**config.mk**
```make
export PLATFORM = sky130hd
export DESIGN_NAME = scb4_top
export DESIGN_NICKNAME = d
export VERILOG_FILES = /design/src/design/scb4_pkg.sv /design/src/design/scb4_if.sv /design/src/design/scb4_decode.sv /design/src/design/scb4_top.sv
export VERILOG_INCLUDE_DIRS = /design/src /design/src/design
export SDC_FILE = /design/constraint.sdc
export NUM_CORES = 1
export LEC_CHECK = 0
export ABC_AREA = 1
export BUFFER_PORTS_ARGS = -buffer_cell sky130_fd_sc_hd__buf_2
export CORE_MARGIN = 2
export CORE_UTILIZATION = 49
export DETAILED_ROUTE_END_ITERATION = 8
export PLACE_DENSITY = 0.84
export SETUP_SLACK_MARGIN = 0.15
export SLEW_MARGIN = 10
export SYNTH_ARGS = -nofsm -noshare
export SYNTH_HDL_FRONTEND = slang
export SYNTH_SLANG_ARGS = --single-unit
```
**constraint.sdc**
```tcl
create_clock -name CLK_SYS -period 2 [get_ports CLK_SYS]
set_input_delay 0.2 -clock CLK_SYS [delete_from_list [all_inputs] [get_ports CLK_SYS]]
set_output_delay 0.2 -clock CLK_SYS [all_outputs]
set_load 0.05 [all_outputs]
```
**src/design/scb4_map.svh**
```systemverilog
// Constants for the fourth strap configuration byte and its port decode
// How it works
// At reset the five upper strap pins load into bits 4 to 0.
// Register reads and writes work only after the unlock key is written.
// Any strap pin not pulled low makes the register come up at 1FH.
// Select bit 0 decodes the serial port at 000E8H, 1 at 000E2H.
// The select bit matters only while the memory-mapped-only bit is 0.
// Mapped-only 0 answers at I/O port and FF20H; 1 only at FF20H. The code answers at FF20H only while the accelerator is enabled.
// I/O decode of the serial port works while the accelerator is disabled.
// Delay code 00 gives three units, 01 two, 10 one, 11 none.
// Edge mode 0 delays both strobe edges; mode 1 delays only trailing.
// Software writes zero to reserved bits and ignores their read value.
// Unlocked writes to bits 4 to 1 override straps until next reset.
`ifndef SCB4_MAP_SVH
`define SCB4_MAP_SVH
`define SCB4_IDX_CFG 8'h6f
`define SCB4_IDX_KEY 8'h39
`define SCB4_KEY_VAL 8'ha5
`define SCB4_STRAP_ALL 5'h1f
`define SCB4_CFG_RST 8'h00
`define SCB4_KEY_RST 8'h00
`define SCB4_WR_MASK 8'h1e
`define SCB4_BIT_SERIAL_PORT_IO_SELECT 1
`define SCB4_BIT_MMIO 2
`define SCB4_WE_LSB 3
`define SCB4_WE_MSB 4
`define SCB4_IO_PRI 20'h000e8
`define SCB4_IO_ALT 20'h000e2
`define SCB4_MMIO_OFS 16'hff20
`define SCB4_WE_MAX 3
`endif

```
**src/design/scb4_pkg.sv**
```systemverilog
// Types for the fourth strap configuration byte
package scb4_pkg;
  typedef enum logic [1:0] {ST_SYNC_A, ST_SYNC_B, ST_LOAD, ST_RUN}
    scb4_phase_type;
  typedef struct packed {
    scb4_phase_type phase;
    logic [7:0] key;
    logic [7:0] cfg;
    logic [4:0] sync_a;
    logic [4:0] sync_b;
    logic [2:0] we_pipe;
    logic [7:0] rdata;
    logic we_out;
  } scb4_state_type;
endpackage

```
**src/design/scb4_if.sv**
```systemverilog
// Carrier between the register top and the serial port decoder
`timescale 1ns/10ps
interface scb4_if;
  logic io_select;
  logic mmio_only;
  logic accel_en;
  logic io_cycle;
  logic mem_cycle;
  logic [19:0] io_addr;
  logic [15:0] mem_offset;
  logic sel;
  modport top (output io_select, output mmio_only, output accel_en,
    output io_cycle, output mem_cycle, output io_addr, output mem_offset,
    input sel);
  modport dec (input io_select, input mmio_only, input accel_en,
    input io_cycle, input mem_cycle, input io_addr, input mem_offset,
    output sel);
endinterface

```
**src/design/scb4_decode.sv**
```systemverilog
// Serial port address decoder steered by the configuration byte
`timescale 1ns/10ps
`include "scb4_map.svh"
module scb4_decode (
  input wire logic clk,
  input wire logic rst,
  scb4_if.dec bus
);
  logic [19:0] io_target;
  logic io_hit;
  logic mem_hit;

  // Port address follows the select bit only with I/O decode enabled
  assign io_target = bus.io_select ? `SCB4_IO_ALT : `SCB4_IO_PRI;
  // Not gated by the accelerator enable, so I2C works while it is off
  assign io_hit = bus.io_cycle && !bus.mmio_only &&
                  (bus.io_addr == io_target);
  // Memory window belongs to the running accelerator
  assign mem_hit = bus.mem_cycle && bus.accel_en &&
                   (bus.mem_offset == `SCB4_MMIO_OFS);
  assign bus.sel = io_hit || mem_hit;
endmodule

```
**src/design/scb4_top.sv**
```systemverilog
// Fourth strap configuration byte, unlock key and write strobe delay
`timescale 1ns/10ps
`include "scb4_map.svh"
module scb4_top (
  input wire logic CLK_SYS,
  input wire logic SYS_RST,
  input wire logic CE,
  input wire logic [4:0] STRAP_PINS_UPPER,
  input wire logic [7:0] REG_INDEX,
  input wire logic REG_WR,
  input wire logic REG_RD,
  input wire logic [7:0] REG_WDATA,
  output logic [7:0] REG_RDATA,
  output logic CFG_READY,
  input wire logic WRITE_EDGE_MODE_BIT,
  input wire logic WE_IN_N,
  output logic WE_OUT_N,
  input wire logic ACCEL_ENABLE,
  input wire logic IO_CYCLE,
  input wire logic [19:0] IO_ADDR,
  input wire logic MEM_CYCLE,
  input wire logic [15:0] MEM_OFFSET,
  output logic SERIAL_PORT_SEL
);
  scb4_pkg::scb4_state_type state_reg;
  scb4_pkg::scb4_state_type state_next;
  logic unlocked;
  logic we_in;
  logic we_delayed;
  logic [1:0] we_code;

  scb4_if dec_bus ();

  // Pick the strobe tap; a smaller code means a longer delay
  function automatic logic delay_tap(input logic [1:0] code,
                                     input logic now,
                                     input logic [2:0] pipe);
    logic tap;
    tap = now;
    case (code)
      2'h0: tap = pipe[2];
      2'h1: tap = pipe[1];
      2'h2: tap = pipe[0];
      default: tap = now;
    endcase
    return tap;
  endfunction

  assign unlocked = (state_reg.key == `SCB4_KEY_VAL);
  assign we_in = !WE_IN_N;
  assign we_code = state_reg.cfg[`SCB4_WE_MSB:`SCB4_WE_LSB];
  assign we_delayed = delay_tap(we_code, we_in, state_reg.we_pipe);

  ////////////////////////////////////////////////////////////////////////
  // Next state: strap capture, register access, strobe shaping
  always_comb begin
    state_next = state_reg;
    // Pins come from outside, so two flops before anyone looks
    state_next.sync_a = STRAP_PINS_UPPER;
    state_next.sync_b = state_reg.sync_a;
    case (state_reg.phase)
      scb4_pkg::ST_SYNC_A: begin
        state_next.phase = scb4_pkg::ST_SYNC_B;
      end
      scb4_pkg::ST_SYNC_B: begin
        state_next.phase = scb4_pkg::ST_LOAD;
      end
      scb4_pkg::ST_LOAD: begin
        // Any strap left high forces the all-ones pattern
        if (|state_reg.sync_b) begin
          state_next.cfg = {3'h0, `SCB4_STRAP_ALL};
        end else begin
          state_next.cfg = {3'h0, state_reg.sync_b};
        end
        state_next.phase = scb4_pkg::ST_RUN;
      end
      default: begin
        // Writes before capture ends would be overwritten, so wait
        if (REG_WR) begin
          if (REG_INDEX == `SCB4_IDX_KEY) begin
            state_next.key = REG_WDATA;
          end else if (REG_INDEX == `SCB4_IDX_CFG && unlocked) begin
            // Bit 0 and reserved bits keep what the straps gave
            state_next.cfg = (state_reg.cfg & ~`SCB4_WR_MASK) |
                             (REG_WDATA & `SCB4_WR_MASK);
          end
        end
      end
    endcase
    // Read data is held until the next read
    if (REG_RD) begin
      if (REG_INDEX == `SCB4_IDX_KEY) begin
        state_next.rdata = state_reg.key;
      end else if (REG_INDEX == `SCB4_IDX_CFG && unlocked) begin
        state_next.rdata = state_reg.cfg;
      end else begin
        state_next.rdata = 8'h00;
      end
    end
    state_next.we_pipe = {state_reg.we_pipe[1:0], we_in};
    // Mode 1 asserts at once and only stretches the release
    if (WRITE_EDGE_MODE_BIT) begin
      state_next.we_out = we_in || we_delayed;
    end else begin
      state_next.we_out = we_delayed;
    end
  end

  // State register; clock enable freezes everything
  always_ff @(posedge CLK_SYS or posedge SYS_RST) begin
    if (SYS_RST) begin
      state_reg.phase <= scb4_pkg::ST_SYNC_A;
      state_reg.key <= `SCB4_KEY_RST;
      state_reg.cfg <= `SCB4_CFG_RST;
      state_reg.sync_a <= 5'h00;
      state_reg.sync_b <= 5'h00;
      state_reg.we_pipe <= 3'h0;
      state_reg.rdata <= 8'h00;
      state_reg.we_out <= 1'b0;
    end else if (CE) begin
      state_reg <= state_next;
    end
  end

  ////////////////////////////////////////////////////////////////////////
  // Decoder hookup
  assign dec_bus.io_select = state_reg.cfg[`SCB4_BIT_SERIAL_PORT_IO_SELECT];
  assign dec_bus.mmio_only = state_reg.cfg[`SCB4_BIT_MMIO];
  assign dec_bus.accel_en = ACCEL_ENABLE;
  assign dec_bus.io_cycle = IO_CYCLE;
  assign dec_bus.mem_cycle = MEM_CYCLE;
  assign dec_bus.io_addr = IO_ADDR;
  assign dec_bus.mem_offset = MEM_OFFSET;

  scb4_decode u_decode (
    .clk(CLK_SYS),
    .rst(SYS_RST),
    .bus(dec_bus)
  );

  // Outputs
  assign SERIAL_PORT_SEL = dec_bus.sel;
  assign REG_RDATA = state_reg.rdata;
  assign CFG_READY = (state_reg.phase == scb4_pkg::ST_RUN);
  assign WE_OUT_N = !state_reg.we_out;
endmodule

```
Word level (Yosys, flattened, before mapping)

Cells that the tools add are included.

Memory bits (writable): 0
Memory bits (read-only): 0
Logic and storage cells: 55
Memories kept: 0
Flip-flop bits (word level): 40
Bits of input ports: 67
Output and inout bits: 11
Bits in latches: 0

Add/subtract/negate cells: 0
$lt $le $gt $ge: 0
Mux-type cells: 11
Divide/modulo/power cells: 0
$mul: 0
Reductions and logical operators: 22
Shift operators: 0
Equality and inequality tests: 11
Bitwise operators: 3

Operators with widths:

| operator                                                        | number |
|---|---|
| 8-bit 2-to-1 mux                                                | 5 |
| 20-bit == test                                                  | 1 |
| 16-bit == test, second input constant                           | 1 |
| 8-bit one-hot mux with 2 select lines                           | 1 |
| 8-bit by 6-bit == test with 1-bit output, second input constant | 1 |
| 8-bit by 7-bit == test with 1-bit output, second input constant | 1 |
| 8-bit == test, second input constant                            | 1 |
| 8-bit by 5-bit OR with 8-bit output                             | 1 |
| 2-bit == test, second input constant                            | 3 |
| 2-bit one-hot mux with 3 select lines                           | 1 |
| 1-bit logical AND                                               | 5 |
| 5-bit 2-to-1 mux                                                | 1 |
| 5-bit AND reduction                                             | 1 |
| 5-bit OR reduction                                              | 1 |
| 2-bit by 1-bit == test with 1-bit output, second input constant | 2 |
| 2-bit zero test                                                 | 2 |
| 4-bit 2-to-1 mux                                                | 1 |
| 2-bit AND reduction                                             | 2 |
| 4-bit AND reduction                                             | 1 |
| 2-bit nonzero test                                              | 2 |
| 1-bit zero test                                                 | 3 |
| 1-bit one-hot mux with 3 select lines                           | 1 |
| 3-bit nonzero test                                              | 1 |
| 3-bit OR reduction                                              | 1 |
| 5 further kinds                                                 | 7 |

Longest topological paths before layout

Gate-level depths: netlist (run 1).

Depth after elaboration: 6
Mapped depth: 9
Depth with buffers taken out: 9

Cells and area by module

From an unflattened synthesis (run 1), not the netlist that was laid out.

Cell total of the unflattened synthesis: 289
Area, all modules: 2,140.8 sq um

Modules (own cells, without submodules):

| module      | seq. area each (sq um) | cells an instance | area an instance (sq um) | times used |
|---|---|---|---|---|
| scb4_top    | 925.9                  | 236               | 1,929.4                  | 1 |
| scb4_decode | 0.0                    | 53                | 211.5                    | 1 |

Least setup slack after synthesis (run 1)

OpenSTA, ideal clock, no wires.

Kind: register -> register
From: reg state_reg[38] in the netlist's numbering
To: reg state_reg[31] in the netlist's numbering
Data arrival time: 1,585 ps
Library setup time: 117 ps
Buffers on the path: 1
Period minus slack after synthesis: 1,703 ps
Data required time: 1,883 ps
Stages on the path, launching flop included: 8
Slack: 297 ps
Cells stage by stage: dfrtp_1 > ha_1 > inv_1 > nor3_2 > nand3_4 > buf_6 > nand2_1 > o21ai_2

Longest elaborated chain between the ends: 4
Elaborated cells on any way between the ends: 6
Classes of those cells: eq/ne: 2; bitwise: 1; reduce/logical: 3

Ends and longest elaborated chain:

| what                                        | line            | source |
|---|---|---|
| start: declaration                          | scb4_top.sv:25  | `scb4_pkg::scb4_state_type state_reg;` |
| start signal: assignment                    | scb4_top.sv:121 | `state_reg <= state_next;` |
| 2-bit == test, or another cell as far along | scb4_top.sv:61  | `case (state_reg.phase)` |
| 3-bit OR reduction (no line) *              | --              |  |
| 1-bit NOT (no line) *                       | --              |  |
| 4-bit AND reduction (no line) *             | --              |  |

Every way passes the cells marked *; elsewhere a longest branch is shown, timed or not.
A chain may end at the register's enable or synchronous reset.

Worst setup path after layout (run 1)

From: reg state_reg, in the netlist dec_bus.mmio_only
To: out SERIAL_PORT_SEL

Longest elaborated chain between the ends: 4

Ends and longest elaborated chain:

| what                            | line              | source |
|---|---|---|
| 1-bit zero test                 | scb4_decode.sv:16 | `assign io_hit = bus.io_cycle && !bus.mmio_only &&` |
| 1-bit logical AND (2 in series) | scb4_decode.sv:16 |  |
| 1-bit logical OR                | scb4_decode.sv:21 | `assign bus.sel = io_hit \|\| mem_hit;` |
| end: declaration                | scb4_top.sv:23    | `output logic SERIAL_PORT_SEL` |

Every way passes these cells.

==> results of run 1 <==
==> cells in the mapped netlist, types with 4 or more instances <==
library cell and number:
a21oi_1 5, nor2_1 22, inv_1 34, nor4_1 4, o21ai_0 20, buf_4 9
nand3_1 17, nand2_1 64, a31oi_1 5, ha_1 5, dfrtp_1 37, nand4_1 6
o21ai_2 6
==> path summary, 6_finish.rpt <==
| check | to | slack, ps | cells after the start |
|---|---|---|---|
| hold / removal | state_reg[34] | -5 | 3 |
| hold reg to reg | state_next[14] | 480 | 2 |
| min in group CLK_SYS | state_next[14] | 100 | 3 |
| setup / recovery | SERIAL_PORT_SEL | 380 | 8 |
| max in group asynchronous | state_reg[38] | 1660 | 3 |
| setup reg to reg | state_reg[22] | 420 | 7 |
==> through the flow <==
step | std cells | hold WS [ps] | setup WS, ps
floorplan | 255 | 312 | 297
global placement | 370 | 328 | 492
detailed placement | 370 | 331 | 424
CTS | 378 | 12.6 | 282
global route | 378 | 54.0 | 161
finish | 378 | -4.60 | 378
==> power by group through the flow <==
stage	Sequential [uW]	Combinational, uW	Clock [uW]
after floorplan	959	510	0
after global placement	984	642	0
after detailed placement	992	663	0
after CTS	979	667	561
after global routing	996	754	598
final	979	665	548
==> layout by cell type (no fill, tap or decap) <==
cell / n
dfrtp_1: 37
buf_4: 2
clkbuf_8: 6
o211ai_1: 1
a21oi_1: 5
o21ai_0: 20
nand2_1: 64
o21ai_2: 6
clkinv_2: 1
a21oi_2: 2
nand3b_1: 1
nand4_1: 6
nand3_4: 1
clkinv_4: 1
nor3_4: 2
nor3_2: 1
nor2_2: 2
a31oi_1: 5
inv_2: 2
ha_1: 5
nand3_1: 17
nor3_1: 2
buf_2: 76
inv_1: 34
or2_2: 1
o31ai_1: 2
nor2_1: 22
nor4_1: 4
==> layer usage <==
layer / vias up / global-route usage / part of all wire
met4: 0 / 0.0850 / 0.013
met5: - / 0 / 0
met1: 862 / 0.249 / 0.44
met2: 50 / 0.334 / 0.49
met3: 5 / 0.0510 / 0.056
li1: 962 / - / -
==> worst max-delay path, stage by stage (launching register included) <==
cell	delay [ps]
dfrtp_1	410
inv_1	60
nand2_1	40
nor3_1	120
nand4_1	100
nor2_1	110
nand2_1	50
nand2_1	50
buf_4	190
==> final cells by class <==
class / instances / share of cell area
Clock buffer: 6 / 0.0331
Clock inverter: 2 / 0.00552
Inverter: 36 / 0.0542
Multi-Input combinational cell: 169 / 0.352
Sequential cell: 37 / 0.371
Tap cell: 50 / 0.0251
Timing Repair Buffer: 78 / 0.159
==> kinds of logic (layout without fill, tap and decap cells) <==
logic type,after synthesis,in the layout,synth area share
compound gates,41,41,0.123
fa+ha+maj,5,5,0.0308
buf+inv,49,122,0.112
flops,37,37,0.456
simple gates,123,123,0.279
==> run metrics, run 1 <==
outcome finished, violations left; violated checks hold timing; initial antenna violation count 0; post-synth net total 327; CTS Hold Bufs 0; Max Cap Violations 0; Leak Pwr 0.00134 uW; max reg flops 20; Final nets 399; DR iter-0 viols 89; Worst Setup Start Kind flip-flop; fin. max-slew vios 0; Worst Path Required around 1800 ps; Synth Warn # 0; Initial Util 0.508; Vias 1,879; clk_lat worst skew roughly 290 ps; Synth Area per Inst 7.96 um2; Synth Cell Area 2030 um2; via-per-instance ratio 4.97; Post-synth EDFFs 0; number of global-route vias before repair between 1,500 and 2,000; min Tclk post-route 1620 ps; Cell variety after synth 27; CTS sink cnt 37; boundary pin count 78; Site Rows 23; die span in x 68.4 um; H-Tree Depth 2; switching pwr slightly above 800 uW; Tot Pwr 2190 uW; Routed Wire Length roughly 4400 um; Placeable Area roughly 4000 um2; relative slew slack 0.692; Clock Skew 11.8 ps; Reg clk slew, reported paths roughly 80 ps; multi-input logic area between 800 and 900 um2; pin count of the biggest net entering global routing 38; asr flop ratio synth 1.00; Flop pwr share 0.447; Sw Share 0.372; DRT antenna net count 0; Util after Layout 0.623; finished layout cell area 2490 um2; RePlAce Congestion 0.830; gr ovfl total 0; Reg area 926 um2; internal cell power 1380 uW; worst slew pin tran 462 ps; ys flop type dfrtp_1; Area Overhead vs Synth 22.8%; crit path launch dec_bus.mmio_only; Total GRT Usage 0.201; Cells after Synth 255; CTS max path bufs 2; Peak Freq 0.616 GHz; number of synthesized register bits 37; share of the synthesized area in the top cell type 0.456; layout cell share with drive strength beyond 1 0.314; diode count 0; total die area about 4700 um2; drt pass-1 iters 4; RSZ-0062 raised after global routing no; CTS root buffer clkbuf_8; hold crit path type input pin to async pin; CTS tree yes; area leader, netlist dfrtp_1; sequential share of the synthesized area 0.456; Total Neg Setup Slack 0 ps; Worst IR Drop VDD 0.520 mV; Critical Path Sink Type output pin; post-CTS sizing 0; top post-synthesis cells by area dfrtp_1, nand2_1, inv_1; # port buffers 77; WS Path Type flip-flop to output pin; fill cell count 363; Setup Fix Bufs, Post-CTS 0; WHS -4.60 ps; Logic pwr share 0.303; Worst R2R Start state_reg[38]; Num CTS Buffers 5; Die Ht approximately 68 um; Detailed Place HPWL 3380 um; largest fanout on the critical path 3; data arrival time of the critical path roughly 1400 ps; first-pass GRT wire length between 7000 and 8000 um; Tcrit/Tclk final 0.811; final setup fails 0; number of hold violations in the final report 6; Clock power frac 0.250; WL per Instance 11.6 um; Power Density 879 nW/um2; placed inst area 2390 um2; # DRC 0
Note: power is estimated with default switching activity, not from simulation.
==> run 2: changes to the inputs <==
Clock period 2 ns to 1.55 ns, I/O delays scaled along.
==> run metrics, run 2 (synthesis gave the netlist of run 1 again) <==
outcome finished clean; Final nets 411; largest fanout on the critical path 2; Clock Skew 3.81 ps; Tcrit/Tclk final 0.992; max reg flops 20; Flop pwr share 0.404; most frequent cells in the layout buf_2, nand2_1, dfrtp_1; final setup fails 0; Num CTS Buffers 5; worst slew pin tran 467 ps; Total GRT Usage 0.208; data arrival time of the critical path 1380 ps; H-Tree Depth 2; number of global-route vias before repair approximately 1,700; Reg area 927 um2; relative slew slack 0.689; Reg clk slew, reported paths roughly 80 ps; via-per-instance ratio a little under 5; min Tclk post-route 1540 ps; boundary pin count 78; # port buffers 77; Tot Pwr between 3000 and 4000 uW; # DRC 0; WL per Instance approximately 12 um; dpl ws 50.2 ps; RePlAce Congestion 0.831; Power Density between 1000 and 1500 nW/um2; WS Path Type flip-flop to output pin; initial antenna violation count 0; first-pass GRT wire length ~7300 um; DR iter-0 viols 131; Sw Share 0.385; RSZ-0062 raised after global routing yes; number of hold violations in the final report 0; multi-input logic area 1010 um2; Worst R2R Start state_reg[38]; Die Ht 68.4 um; layout cell share with drive strength beyond 1 0.397; Max Cap Violations 0; fill cell count around 340; CTS root buffer clkbuf_8; DRT antenna net count 0; Detailed Place HPWL 3400 um; diode count 0; pin count of the biggest net entering global routing 38; Vias 1,914; Worst Setup Start Kind flip-flop; Area Overhead vs Synth 33.8%; Clock power frac 0.220; clk_lat worst skew 290 ps; Setup WS post-layout ~13 ps; hold crit path type input pin to flip-flop; Logic pwr share 0.376; CTS tree yes; Leak Pwr 0.00139 uW; gr ovfl total 0; drt pass-1 iters 4; internal cell power 1920 uW; fin. max-slew vios 0; CTS sink cnt 37; switching pwr roughly 1200 uW; Site Rows 23; total die area 4680 um2; die span in x just under 70 um; most common cell after layout, fill and taps aside buf_2; Initial Util 0.508; CTS max path bufs 2; WHS 54.6 ps; crit path launch dec_bus.mmio_only; Peak Freq between 0.6 and 0.7 GHz; Worst IR Drop VDD 0.945 mV; Worst Path Required 1390 ps; HP Start STRAP_PINS_UPPER[2]; Critical Path Sink Type output pin; Routed Wire Length 4520 um; Placeable Area roughly 4000 um2
==> run 2: cell types whose count changed in the layout (fill, tap and decap cells not counted), sizes merged <==
cell and change:
nand3 +1, buf +10, dlygate4sd3 +1, clkinvlp +3, clkbuf -1, clkinv -2
==> run 2: layout make-up <==
class,count,share of cell area
clock inverter,3,0.00829
timing repair buffer,89,0.180
sequential,37,0.341
multi-input combinational,170,0.371
clock buffer,5,0.0253
tap,50,0.0230
inverter,36,0.0506
==> run 2: metal layers <==
layer	wire [um]	GRT usage
met1	1940	0.262
met2	2240	0.350
met3	311	0.0592
met4	25	0.0575
met5	0	0
==> run 2: power by group through the flow <==
| stage | Sequential (uW) | Clock (uW) | Combinational (uW) |
|---|---|---|---|
| 2_1_floorplan | 1250 | 0 | 735 |
| 3_3_place_gp | 1280 | 0 | 895 |
| 3_5_place_dp | 1290 | 0 | 926 |
| 4_1_cts | 1250 | 688 | 1090 |
| 5_1_grt | 1280 | 731 | 1300 |
| 6_report | 1260 | 687 | 1170 |
==> run 2: timing repair <==
item | 4_1_cts | 5_1_grt
pin swaps | 11 | 9
resized for setup | 20 | 11
endpoints found under the setup margin | 9 | 15
endpoints found under the hold margin | 37 | 0
setup buffers | 4 | 1
gates cloned | 1 | 0
hold buffers | 1 | 0
==> run 2: per-stage QoR <==
| stage | instances | util | instance area, um2 | setup TNS, ps |
|---|---|---|---|---|
| 2_1_floorplan | 255 | - | 2070 | 0 |
| 3_3_place_gp | 375 | 0.616 | 2460 | 0 |
| 3_5_place_dp | 375 | 0.616 | 2460 | 0 |
| 4_1_cts | 389 | 0.667 | 2670 | -7.09 |
| 5_1_grt | 390 | 0.679 | 2720 | -124 |
| 6_report | 390 | 0.679 | 2720 | 0 |
==> run 2: worst max-delay path, cell delays in order (launching register included) <==
cell and delay [ps]:
dfrtp_1 390, inv_1 60, nand2_1 60, nor3_2 100, nand4_1 100, nor2_1 100
nand2_1 50, nand2_1 70, buf_6 160
==> run 2: worst paths after layout <==
| check | endpoint | depth (start not counted) | slack [ps] |
|---|---|---|---|
| setup / recovery | SERIAL_PORT_SEL | 8 | 10 |
| hold / removal | state_next[14] | 3 | 50 |
| min in group asynchronous | REG_RDATA[7] | 4 | 500 |
| hold reg to reg | state_next[15] | 2 | 480 |
| setup reg to reg | state_reg[37] | 7 | 100 |
| max in group asynchronous | state_reg[38] | 4 | 700 |
